===== src/pkg/cis_pkg.sv =====
// Constants, register map and types of the current input scaling block.
package cis_pkg;

  // ==========================================================================
  // Converter and data widths
  localparam int ADC_BITS = 12;
  localparam int ADC_STEPS = 4095;
  localparam int DATA_W = 16;
  localparam int STAT_W = 8;
  localparam int FIFO_W = DATA_W + STAT_W;
  localparam int FIFO_DEPTH = 8;
  localparam int GAIN_FRAC = 8;

  // ==========================================================================
  // Register indexes; the byte address is four times the index
  localparam logic [7:0] IDX_RAW = 8'h00;
  localparam logic [7:0] IDX_STATUS = 8'h01;
  localparam logic [7:0] IDX_VCAL_OFF = 8'h11;
  localparam logic [7:0] IDX_VCAL_GAIN = 8'h12;
  localparam logic [7:0] IDX_MAKER_OFF = 8'h13;
  localparam logic [7:0] IDX_MAKER_GAIN = 8'h14;
  localparam logic [7:0] IDX_FEATURE = 8'h20;
  localparam logic [7:0] IDX_USER_OFF = 8'h21;
  localparam logic [7:0] IDX_USER_GAIN = 8'h22;

  // ==========================================================================
  // Reset values; a gain of 0x0100 is 1.0
  localparam logic [15:0] RST_RAW = 16'h0000;
  localparam logic [15:0] RST_VCAL_OFF = 16'h0000;
  localparam logic [15:0] RST_VCAL_GAIN = 16'h0801;
  localparam logic [15:0] RST_MAKER_OFF = 16'h0000;
  localparam logic [15:0] RST_MAKER_GAIN = 16'h0100;
  localparam logic [15:0] RST_MAKER_OFF_4MA = 16'hE001;
  localparam logic [15:0] RST_MAKER_GAIN_4MA = 16'h0140;
  localparam logic [15:0] RST_FEATURE = 16'h0002;
  localparam logic [15:0] RST_USER_OFF = 16'h0000;
  localparam logic [15:0] RST_USER_GAIN = 16'h0100;

  // ==========================================================================
  // Field positions
  localparam int FEAT_USER_EN = 0;
  localparam int FEAT_MAKER_EN = 1;
  localparam int FEAT_FMT_LO = 2;
  localparam int ST_OVER_RANGE = 0;
  localparam int ST_WDOG = 1;
  localparam int ST_RUN = 2;
  localparam logic [1:0] FMT_TWOS = 2'h0;
  localparam logic [1:0] FMT_SIGN_MAG = 2'h1;

  // ==========================================================================
  // Watchdog timing
  localparam int WDOG_TIME_MS = 100;
  localparam int CLK_HZ = 10_000_000;
  localparam int WDOG_CYCLES = WDOG_TIME_MS * (CLK_HZ / 1000);
  localparam int WDOG_W = 20;

  typedef enum logic {BUS_IDLE, BUS_WAIT} cis_bus_state_t;

endpackage


===== src/hw/cis_top.sv =====
// Current input scaling block with its sample FIFO and AHB-Lite registers.
//
// Our own choice: the AHB-Lite register port.
`timescale 1ns/1ps

// ============================================================================
// Sample FIFO
module cis_fifo #(
  parameter int WIDTH = 24,
  parameter int DEPTH = 8
) (
  // Clock and reset
  input wire logic clk,
  input wire logic rst_n,
  // Filling side
  input wire logic in_valid,
  output logic in_ready,
  input wire logic [WIDTH-1:0] in_data,
  // Draining side
  output logic out_valid,
  input wire logic out_ready,
  output logic [WIDTH-1:0] out_data
);
  localparam int AW = $clog2(DEPTH);
  localparam logic [AW:0] FULL = (AW+1)'(DEPTH);

  logic [WIDTH-1:0] mem [DEPTH];
  logic [AW-1:0] wr_ptr_q;
  logic [AW-1:0] rd_ptr_q;
  logic [AW:0] count_q;
  logic [AW:0] count_d;
  logic ready_q;
  wire push = in_valid && ready_q;
  wire pop = out_valid && out_ready;

  assign count_d = count_q + (AW+1)'(push) - (AW+1)'(pop);
  assign in_ready = ready_q;
  assign out_valid = (count_q != '0);
  assign out_data = mem[rd_ptr_q];

  always_ff @(posedge clk) begin
    if (push) begin
      mem[wr_ptr_q] <= in_data;
    end
  end

  always_ff @(posedge clk or negedge rst_n) begin
    if (!rst_n) begin
      wr_ptr_q <= '0;
      rd_ptr_q <= '0;
      count_q <= '0;
      ready_q <= 1'b1;
    end else begin
      wr_ptr_q <= push ? wr_ptr_q + 1'b1 : wr_ptr_q;
      rd_ptr_q <= pop ? rd_ptr_q + 1'b1 : rd_ptr_q;
      count_q <= count_d;
      ready_q <= (count_d != FULL);
    end
  end
endmodule

// ============================================================================
// Top level
module cis_top
  import cis_pkg::*;
#(
  parameter int WDOG_LIMIT = WDOG_CYCLES
) (
  // Clock and reset
  input wire logic hclk,
  input wire logic hresetn,
  // AHB-Lite slave
  input wire logic hsel,
  input wire logic [31:0] haddr,
  input wire logic [1:0] htrans,
  input wire logic hwrite,
  input wire logic [2:0] hsize,
  input wire logic [31:0] hwdata,
  input wire logic hready,
  output logic [31:0] hrdata,
  output logic hreadyout,
  output logic hresp,
  // Converter side
  input wire logic adc_valid,
  input wire logic [ADC_BITS-1:0] adc_sample,
  input wire logic adc_limit,
  input wire logic span_4ma,
  output logic adc_ready,
  // Coupler side process data
  input wire logic coupler_xfer,
  output logic pd_valid,
  input wire logic pd_ready,
  output logic [DATA_W-1:0] pd_data,
  output logic [STAT_W-1:0] pd_status,
  // Indicators
  output logic run_led,
  output logic error_led
);

  // ==========================================================================
  // Arithmetic helpers
  function automatic logic [15:0] cis_sat(input logic signed [33:0] v);
    if (v > 34'sh00007FFF) begin
      return 16'h7FFF;
    end else if (v < -34'sh00008000) begin
      return 16'h8000;
    end else begin
      return v[15:0];
    end
  endfunction

  // Straight line: offset plus gain times value, gain in 8.8 fixed point.
  function automatic logic [15:0] cis_line(input logic [15:0] off,
                                           input logic [15:0] gain,
                                           input logic [15:0] x);
    logic signed [31:0] m;
    logic signed [33:0] s;
    m = $signed(gain) * $signed(x);
    s = 34'(m >>> GAIN_FRAC) + 34'($signed(off));
    return cis_sat(s);
  endfunction

  function automatic logic [15:0] cis_fmt(input logic [1:0] fmt,
                                          input logic [15:0] v);
    logic [15:0] mag;
    mag = v[15] ? 16'(-v) : v;
    if (fmt == FMT_SIGN_MAG) begin
      return {v[15], mag[14:0]};
    end else begin
      return v;
    end
  endfunction

  // ==========================================================================
  // Registers
  logic [15:0] raw_sample_value_q;
  logic [15:0] vendor_cal_offset_q;
  logic [15:0] vendor_cal_gain_q;
  logic [15:0] maker_scale_offset_q;
  logic [15:0] maker_scale_gain_q;
  logic [15:0] feature_select_q;
  logic [15:0] user_scale_offset_q;
  logic [15:0] user_scale_gain_q;
  logic wdog_flag_q;
  logic strap_done_q;

  // ==========================================================================
  // Bus slave state
  cis_bus_state_t bus_state_q;
  logic [7:0] idx_q;
  logic write_q;
  logic [31:0] hrdata_q;
  logic hreadyout_q;

  wire take = hsel && hready && htrans[1] && (bus_state_q == BUS_IDLE);
  wire wr_now = (bus_state_q == BUS_WAIT) && write_q;
  wire [15:0] wdat = hwdata[15:0];
  wire wr_vco = wr_now && (idx_q == IDX_VCAL_OFF);
  wire wr_vcg = wr_now && (idx_q == IDX_VCAL_GAIN);
  wire wr_mko = wr_now && (idx_q == IDX_MAKER_OFF);
  wire wr_mkg = wr_now && (idx_q == IDX_MAKER_GAIN);
  wire wr_fea = wr_now && (idx_q == IDX_FEATURE);
  wire wr_uso = wr_now && (idx_q == IDX_USER_OFF);
  wire wr_usg = wr_now && (idx_q == IDX_USER_GAIN);
  wire wr_sta = wr_now && (idx_q == IDX_STATUS);

  // ==========================================================================
  // Watchdog
  logic [WDOG_W-1:0] wdog_cnt_q;
  logic run_led_q;
  logic error_led_q;
  wire wdog_expired = (wdog_cnt_q == WDOG_W'(WDOG_LIMIT - 1));

  // ==========================================================================
  // Sample processing
  wire sample_take = adc_valid && adc_ready;
  wire [15:0] raw16 = {4'h0, adc_sample};
  wire [15:0] cal_sum = cis_sat(34'($signed(vendor_cal_offset_q)) +
                                34'($signed(raw16)));
  wire [15:0] y_cal = cis_line(16'h0000, vendor_cal_gain_q, cal_sum);
  wire maker_en = feature_select_q[FEAT_MAKER_EN];
  wire user_en = feature_select_q[FEAT_USER_EN];
  wire [1:0] out_fmt = feature_select_q[FEAT_FMT_LO +: 2];
  wire [15:0] y_maker = cis_line(maker_scale_offset_q, maker_scale_gain_q,
                                 y_cal);
  wire [15:0] y_stage1 = maker_en ? y_maker : y_cal;
  wire [15:0] y_user = cis_line(user_scale_offset_q, user_scale_gain_q,
                                y_stage1);
  wire [15:0] y_out = user_en ? y_user : y_stage1;
  wire [7:0] stat_byte = {5'h00, run_led_q, wdog_flag_q, adc_limit};
  wire [FIFO_W-1:0] push_word = {stat_byte, cis_fmt(out_fmt, y_out)};

  logic f_out_valid;
  logic [FIFO_W-1:0] f_out_data;
  logic pd_valid_q;
  logic [FIFO_W-1:0] pd_word_q;
  wire pd_load = !pd_valid_q || pd_ready;
  wire f_pop = f_out_valid && pd_load;

  cis_fifo #(
    .WIDTH(FIFO_W),
    .DEPTH(FIFO_DEPTH)
  ) u_fifo (
    .clk(hclk),
    .rst_n(hresetn),
    .in_valid(adc_valid),
    .in_ready(adc_ready),
    .in_data(push_word),
    .out_valid(f_out_valid),
    .out_ready(pd_load),
    .out_data(f_out_data)
  );

  // Output stage holds each word until the coupler takes it.
  always_ff @(posedge hclk or negedge hresetn) begin
    if (!hresetn) begin
      pd_valid_q <= 1'b0;
      pd_word_q <= '0;
    end else if (pd_load) begin
      pd_valid_q <= f_out_valid;
      pd_word_q <= f_pop ? f_out_data : pd_word_q;
    end
  end

  assign pd_valid = pd_valid_q;
  assign pd_data = pd_word_q[DATA_W-1:0];
  assign pd_status = pd_word_q[FIFO_W-1:DATA_W];

  // ==========================================================================
  // Raw sample register
  always_ff @(posedge hclk or negedge hresetn) begin
    if (!hresetn) begin
      raw_sample_value_q <= RST_RAW;
    end else if (sample_take) begin
      raw_sample_value_q <= raw16;
    end
  end

  // ==========================================================================
  // Calibration and scaling registers
  // The span strap is caught on the first clock after reset release and
  // loads the maker line that stretches 4-20 mA onto the full output range.
  always_ff @(posedge hclk or negedge hresetn) begin
    if (!hresetn) begin
      strap_done_q <= 1'b0;
      maker_scale_offset_q <= RST_MAKER_OFF;
      maker_scale_gain_q <= RST_MAKER_GAIN;
    end else if (!strap_done_q) begin
      strap_done_q <= 1'b1;
      if (span_4ma) begin
        maker_scale_offset_q <= RST_MAKER_OFF_4MA;
        maker_scale_gain_q <= RST_MAKER_GAIN_4MA;
      end
    end else begin
      if (wr_mko) begin
        maker_scale_offset_q <= wdat;
      end
      if (wr_mkg) begin
        maker_scale_gain_q <= wdat;
      end
    end
  end

  always_ff @(posedge hclk or negedge hresetn) begin
    if (!hresetn) begin
      vendor_cal_offset_q <= RST_VCAL_OFF;
      vendor_cal_gain_q <= RST_VCAL_GAIN;
      feature_select_q <= RST_FEATURE;
      user_scale_offset_q <= RST_USER_OFF;
      user_scale_gain_q <= RST_USER_GAIN;
    end else begin
      if (wr_vco) begin
        vendor_cal_offset_q <= wdat;
      end
      if (wr_vcg) begin
        vendor_cal_gain_q <= wdat;
      end
      if (wr_fea) begin
        feature_select_q <= wdat;
      end
      if (wr_uso) begin
        user_scale_offset_q <= wdat;
      end
      if (wr_usg) begin
        user_scale_gain_q <= wdat;
      end
    end
  end

  // ==========================================================================
  // Watchdog and indicators
  // A new expiry sets the sticky flag even in the cycle it is cleared.
  always_ff @(posedge hclk or negedge hresetn) begin
    if (!hresetn) begin
      wdog_cnt_q <= '0;
      wdog_flag_q <= 1'b0;
      run_led_q <= 1'b0;
      error_led_q <= 1'b0;
    end else begin
      if (coupler_xfer) begin
        wdog_cnt_q <= '0;
      end else if (!wdog_expired) begin
        wdog_cnt_q <= wdog_cnt_q + 1'b1;
      end
      if (wdog_expired) begin
        wdog_flag_q <= 1'b1;
      end else if (wr_sta && hwdata[ST_WDOG]) begin
        wdog_flag_q <= 1'b0;
      end
      run_led_q <= !wdog_expired;
      error_led_q <= adc_limit;
    end
  end

  assign run_led = run_led_q;
  assign error_led = error_led_q;

  // ==========================================================================
  // Read multiplexer
  logic [15:0] rd_mux;
  always_comb begin
    case (idx_q)
      IDX_RAW: rd_mux = raw_sample_value_q;
      IDX_STATUS: rd_mux = {13'h0000, run_led_q, wdog_flag_q, error_led_q};
      IDX_VCAL_OFF: rd_mux = vendor_cal_offset_q;
      IDX_VCAL_GAIN: rd_mux = vendor_cal_gain_q;
      IDX_MAKER_OFF: rd_mux = maker_scale_offset_q;
      IDX_MAKER_GAIN: rd_mux = maker_scale_gain_q;
      IDX_FEATURE: rd_mux = feature_select_q;
      IDX_USER_OFF: rd_mux = user_scale_offset_q;
      IDX_USER_GAIN: rd_mux = user_scale_gain_q;
      default: rd_mux = 16'h0000;
    endcase
  end

  // ==========================================================================
  // Bus slave: every transfer gets one wait state, then completes OKAY.
  always_ff @(posedge hclk or negedge hresetn) begin
    if (!hresetn) begin
      bus_state_q <= BUS_IDLE;
      idx_q <= 8'h00;
      write_q <= 1'b0;
      hrdata_q <= 32'h00000000;
      hreadyout_q <= 1'b1;
    end else begin
      case (bus_state_q)
        BUS_IDLE: begin
          if (take) begin
            bus_state_q <= BUS_WAIT;
            idx_q <= (haddr[31:10] == '0) ? haddr[9:2] : 8'hFF;
            write_q <= hwrite;
            hreadyout_q <= 1'b0;
          end
        end
        BUS_WAIT: begin
          bus_state_q <= BUS_IDLE;
          hrdata_q <= write_q ? 32'h00000000 : {16'h0000, rd_mux};
          hreadyout_q <= 1'b1;
        end
        default: begin
          bus_state_q <= BUS_IDLE;
          hreadyout_q <= 1'b1;
        end
      endcase
    end
  end

  assign hrdata = hrdata_q;
  assign hreadyout = hreadyout_q;
  assign hresp = 1'b0;

endmodule


===== config.mk =====
export PLATFORM = sky130hd
export DESIGN_NAME = cis_top
export DESIGN_NICKNAME = d
export VERILOG_FILES = /design/src/pkg/cis_pkg.sv /design/src/hw/cis_top.sv
export SDC_FILE = /design/constraint.sdc
export NUM_CORES = 2
export LEC_CHECK = 0
export BUFFER_PORTS_ARGS = -buffer_cell sky130_fd_sc_hd__buf_2
export CAP_MARGIN = 20
export CORE_MARGIN = 5
export CORE_UTILIZATION = 65
export DETAILED_ROUTE_END_ITERATION = 10
export GPL_ROUTABILITY_DRIVEN = 0
export PLACE_DENSITY = 0.8
export SKIP_LAST_GASP = 1
export SYNTH_ARGS = -nofsm -noshare
export SYNTH_HDL_FRONTEND = slang
export SYNTH_SLANG_ARGS = --single-unit

===== constraint.sdc =====
create_clock -name hclk -period 36.2 [get_ports hclk]
set_input_delay 3.62 -clock hclk [delete_from_list [all_inputs] [get_ports hclk]]
set_output_delay 3.62 -clock hclk [all_outputs]
set_load 0.02 [all_outputs]

==> impl_metrics.env <==
export IMPL_syn_cell_area_um2=48500
export IMPL_outcome="complete, no violations"
export IMPL_grt_setup_unrepaired="no"
export IMPL_hold_path_class="flop to flop"
export IMPL_timing_reg2reg_setup_slack_ns=5.75
export IMPL_die_area_um2=80200
export IMPL_setup_viol=0
export IMPL_synth_seq_area_share_pct=20.1
export IMPL_vias_in_the_first_global_route=37717
export IMPL_gr_usage_all_layers_pct=31.6
export IMPL_cell_class_contributing_the_biggest_share_of_worst_path_delay="adder cells"
export IMPL_vias=35680
export IMPL_timing_setup_tns_ns=0
export IMPL_rows=100
export IMPL_crit_end="u_fifo.mem[3][11]"
export IMPL_fillCellCount=5423
export IMPL_top_register_by_number_of_flip_flops="u_fifo.mem"
export IMPL_met1_usage_pct=43.0
export IMPL_cts_hold_fix_buffers=0
export IMPL_timing_critical_path_depth=104
export IMPL_post_synth_edffs=152
export IMPL_gr_usage_met3_pct=7.75
export IMPL_gr_usage_met2_pct=49.8
export IMPL_finalClockSkew_ns=0.0409
export IMPL_slew_headroom_pct=12.2
export IMPL_grt_first_pass_wirelength_um=203000
export IMPL_design_core_area_um2=74200
export IMPL_yosys_register_bits=358
export IMPL_die_height_um=283
export IMPL_worstPathRequired_ns=36.44
export IMPL_grt_overflow=0
export IMPL_cts_root_buf="sky130_fd_sc_hd__clkbuf_16"
export IMPL_largest_register_ffs=152
export IMPL_post_drt_via_cell_ratio=6.00
export IMPL_critical_path_most_common_cell="sky130_fd_sc_hd__fa_1"
export IMPL_layout_nets=6131
export IMPL_post_route_cells_drive_above_1_share_pct=8.53
export IMPL_clkLatencyLatePin_ns=0.57
export IMPL_route_antenna_remaining_nets=0
export IMPL_number_of_buffers_created_by_cts=36
export IMPL_timing_final_crit_period_ns=33.20
export IMPL_dpl_instance_area_um2=49900
export IMPL_clock_fmax_mhz=30.1
export IMPL_detailedPlacementHpwl_um=94200
export IMPL_drt_iter0_markers=2770
export IMPL_tritoncts="built"
export IMPL_grt_antenna_before_repair=7
export IMPL_cts_sinks=358
export IMPL_htreeDepth=2
export IMPL_die_width_um=283
export IMPL_final_area_um2=51200
export IMPL_timing_final_crit_share_pct=91.7
export IMPL_io_pins=153
export IMPL_worst_slew_pin_transition_ns=1.28
export IMPL_totalWireLength_um=124000
export IMPL_critical_path_peak_fanout=23
export IMPL_critical_path_reg2reg_startpoint="vendor_cal_offset_q[0]"
export IMPL_crit_buf_inv=19
export IMPL_logic_depth_of_the_worst_register_to_register_path=103
export IMPL_timing_critical_path_arrival_ns=33.44
export IMPL_drt_pass1_iter_count=7
export IMPL_avgRoutedWirePerCell_um=20.9
export IMPL_grt_start_max_net_pins=131
export IMPL_drt_drc_violations_left=0
export IMPL_max_stage_delay_ns=0.96
export IMPL_cts_resized=0
export IMPL_top_usage_layer="met2"
export IMPL_synthArstFlopShare_pct=57.5
export IMPL_hold_viol_final=0
export IMPL_critical_path_class="input pin to flop"
export IMPL_biggestRegsByFlops="u_fifo.mem x152, wdog_cnt_q x20, pd_word_q x19"
export IMPL_post_cts_setup_buffers=0
export IMPL_startpoint="adc_sample[0]"
export IMPL_clk_transition_reported_paths_ns=0.06
export IMPL_cts_path_max_buffers=3
export IMPL_synthFlopType="sky130_fd_sc_hd__dfrtp_1"
export IMPL_area_growth_syn_to_layout_pct=5.51
export IMPL_io_buffers=108
export IMPL_worstReg2RegEnd="u_fifo.mem[3][11]"
export IMPL_ys_warnings_count=0
export IMPL_synthCells=4934
export IMPL_start_kind="input pin"
export IMPL_final_max_slew_violation_count=0
export IMPL_slowest_stage="sky130_fd_sc_hd__fa_1"
export IMPL_synth_lib_cells_used_distinct=100
export IMPL_max_cap_viol_count=0
export IMPL_synth_area_per_cell_um2=9.83
export IMPL_timing_critical_path_to_type="flop"
export IMPL_initial_core_util_pct=65.4
[metal layers]
| metal | vias to the layer above | wire length [um] | share of wire (%) |
|---|---|---|---|
| li1 | 15654 | - | - |
| met3 | 339 | 13200 | 11 |
| met4 | 4 | 5730 | 4.6 |
| met5 | - | 32 | 0.026 |
| met1 | 17879 | 48400 | 39 |
| met2 | 1804 | 56900 | 46 |
[cell usage after synthesis (13+ instances only)]
master / instances / area, um2
sky130_fd_sc_hd__mux4_2: 38 / 856
sky130_fd_sc_hd__clkbuf_1: 178 / 668
sky130_fd_sc_hd__a21o_1: 65 / 488
sky130_fd_sc_hd__a222oi_1: 13 / 130
sky130_fd_sc_hd__a211oi_1: 14 / 105
sky130_fd_sc_hd__buf_4: 22 / 165
sky130_fd_sc_hd__fa_1: 788 / 15800
sky130_fd_sc_hd__or2_2: 17 / 106
sky130_fd_sc_hd__a21oi_1: 176 / 881
sky130_fd_sc_hd__and2_1: 352 / 2200
sky130_fd_sc_hd__nand3_1: 31 / 155
sky130_fd_sc_hd__nor3_1: 37 / 185
sky130_fd_sc_hd__nor2b_1: 39 / 244
sky130_fd_sc_hd__o21ai_0: 123 / 616
sky130_fd_sc_hd__nor2_1: 196 / 736
sky130_fd_sc_hd__nand4_1: 32 / 200
sky130_fd_sc_hd__and3_1: 29 / 181
sky130_fd_sc_hd__o211ai_1: 22 / 165
sky130_fd_sc_hd__nand2_1: 506 / 1900
sky130_fd_sc_hd__o22ai_1: 24 / 150
sky130_fd_sc_hd__mux2_2: 95 / 1070
sky130_fd_sc_hd__nand2b_1: 32 / 200
sky130_fd_sc_hd__dfrtp_1: 199 / 4980
sky130_fd_sc_hd__ha_1: 311 / 3890
sky130_fd_sc_hd__xor2_1: 67 / 587
sky130_fd_sc_hd__mux2i_1: 41 / 410
sky130_fd_sc_hd__inv_1: 948 / 3560
sky130_fd_sc_hd__a31oi_1: 16 / 100
sky130_fd_sc_hd__xnor2_1: 107 / 937
sky130_fd_sc_hd__o21a_1: 25 / 188
sky130_fd_sc_hd__edfxtp_1: 152 / 4560
[cells in the final DEF (no fill, tap or decap), types with 11 or more instances in the layout]
cell and instances:
sky130_fd_sc_hd__a21oi_1 175, sky130_fd_sc_hd__fa_1 788, sky130_fd_sc_hd__mux2_2 95, sky130_fd_sc_hd__o22ai_1 24, sky130_fd_sc_hd__a31oi_1 16, sky130_fd_sc_hd__clkbuf_16 36, sky130_fd_sc_hd__xor2_1 66, sky130_fd_sc_hd__buf_2 107
sky130_fd_sc_hd__mux2i_1 41, sky130_fd_sc_hd__nor2_1 193, sky130_fd_sc_hd__buf_4 51, sky130_fd_sc_hd__o21bai_1 12, sky130_fd_sc_hd__a211oi_1 14, sky130_fd_sc_hd__o22a_1 11, sky130_fd_sc_hd__a21o_1 65, sky130_fd_sc_hd__nor3_1 33
sky130_fd_sc_hd__and2_1 352, sky130_fd_sc_hd__nor2b_1 39, sky130_fd_sc_hd__inv_1 948, sky130_fd_sc_hd__nand2b_1 32, sky130_fd_sc_hd__nand3b_1 12, sky130_fd_sc_hd__o21a_1 25, sky130_fd_sc_hd__dfrtp_1 198, sky130_fd_sc_hd__nor4_1 11
sky130_fd_sc_hd__mux4_2 38, sky130_fd_sc_hd__or2_2 17, sky130_fd_sc_hd__nand4_1 32, sky130_fd_sc_hd__edfxtp_1 152, sky130_fd_sc_hd__o21ai_0 121, sky130_fd_sc_hd__conb_1 23, sky130_fd_sc_hd__and4_1 11, sky130_fd_sc_hd__a222oi_1 13
sky130_fd_sc_hd__and3_1 29, sky130_fd_sc_hd__ha_1 311, sky130_fd_sc_hd__nand3_1 31, sky130_fd_sc_hd__xnor2_1 107, sky130_fd_sc_hd__o211ai_1 22, sky130_fd_sc_hd__nand2_1 506
[worst min path at each step]
stage / startpoint / to / slack [ns] / cells past startpoint
after floorplan: raw_sample_value_q[1] / raw_sample_value_q[1] / 0.45 / 2
after detailed placement: hreadyout / hreadyout / 0.48 / 2
after CTS: hreadyout / hreadyout / 0.49 / 2
after global placement: raw_sample_value_q[1] / raw_sample_value_q[1] / 0.47 / 2
after global routing: hreadyout / hreadyout / 0.51 / 2
final: hreadyout / hreadyout / 0.49 / 2
[worst reg2reg max path: cells and delay by family (launching register included)]
kind / cells / cell delay [ns]
fa+ha+maj: 25 / 11.67
compound gates: 31 / 8.67
flops: 1 / 0.44
buf+inv: 18 / 2.37
xor+xnor: 4 / 1.15
simple gates: 25 / 5.84
[per-stage QoR]
stage          setup slack [ns]  util (%)  std cells  hold WS, ns
2_1_floorplan              6.77         -       4955        0.450
3_3_place_gp               3.36      67.3       5871        0.466
5_1_grt                    1.50      69.0       5937        0.512
4_1_cts                    3.41      68.9       5936        0.489
3_5_place_dp               2.96      67.3       5871        0.479
6_report                   3.00      69.0       5942        0.490
[kinds of logic after synthesis]
| family | share of synthesized area [%] |
|---|---|
| buf+inv | 9.18 |
| flops | 20.1 |
| mux | 4.82 |
| simple gates | 13.8 |
| fa+ha+maj | 40.5 |
| compound gates | 8.41 |
| other cells | 0.0155 |
| xor+xnor | 3.14 |
[layout make-up]
cell class              count  area, um2  share of cell area [%]
multi-input cells        3435      34500                    67.4
flip-flops and latches    358       9730                    19.0
diodes                      5       12.5                  0.0244
clock inverters            19        265                   0.518
clock buffers              46        968                    1.89
inverters                 950       3570                    6.97
well taps                 969       1210                    2.37
repair buffers            160        945                    1.85
Power is not shown: default switching activity piles up to over one toggle a cycle in this logic, so the estimate is an artifact.
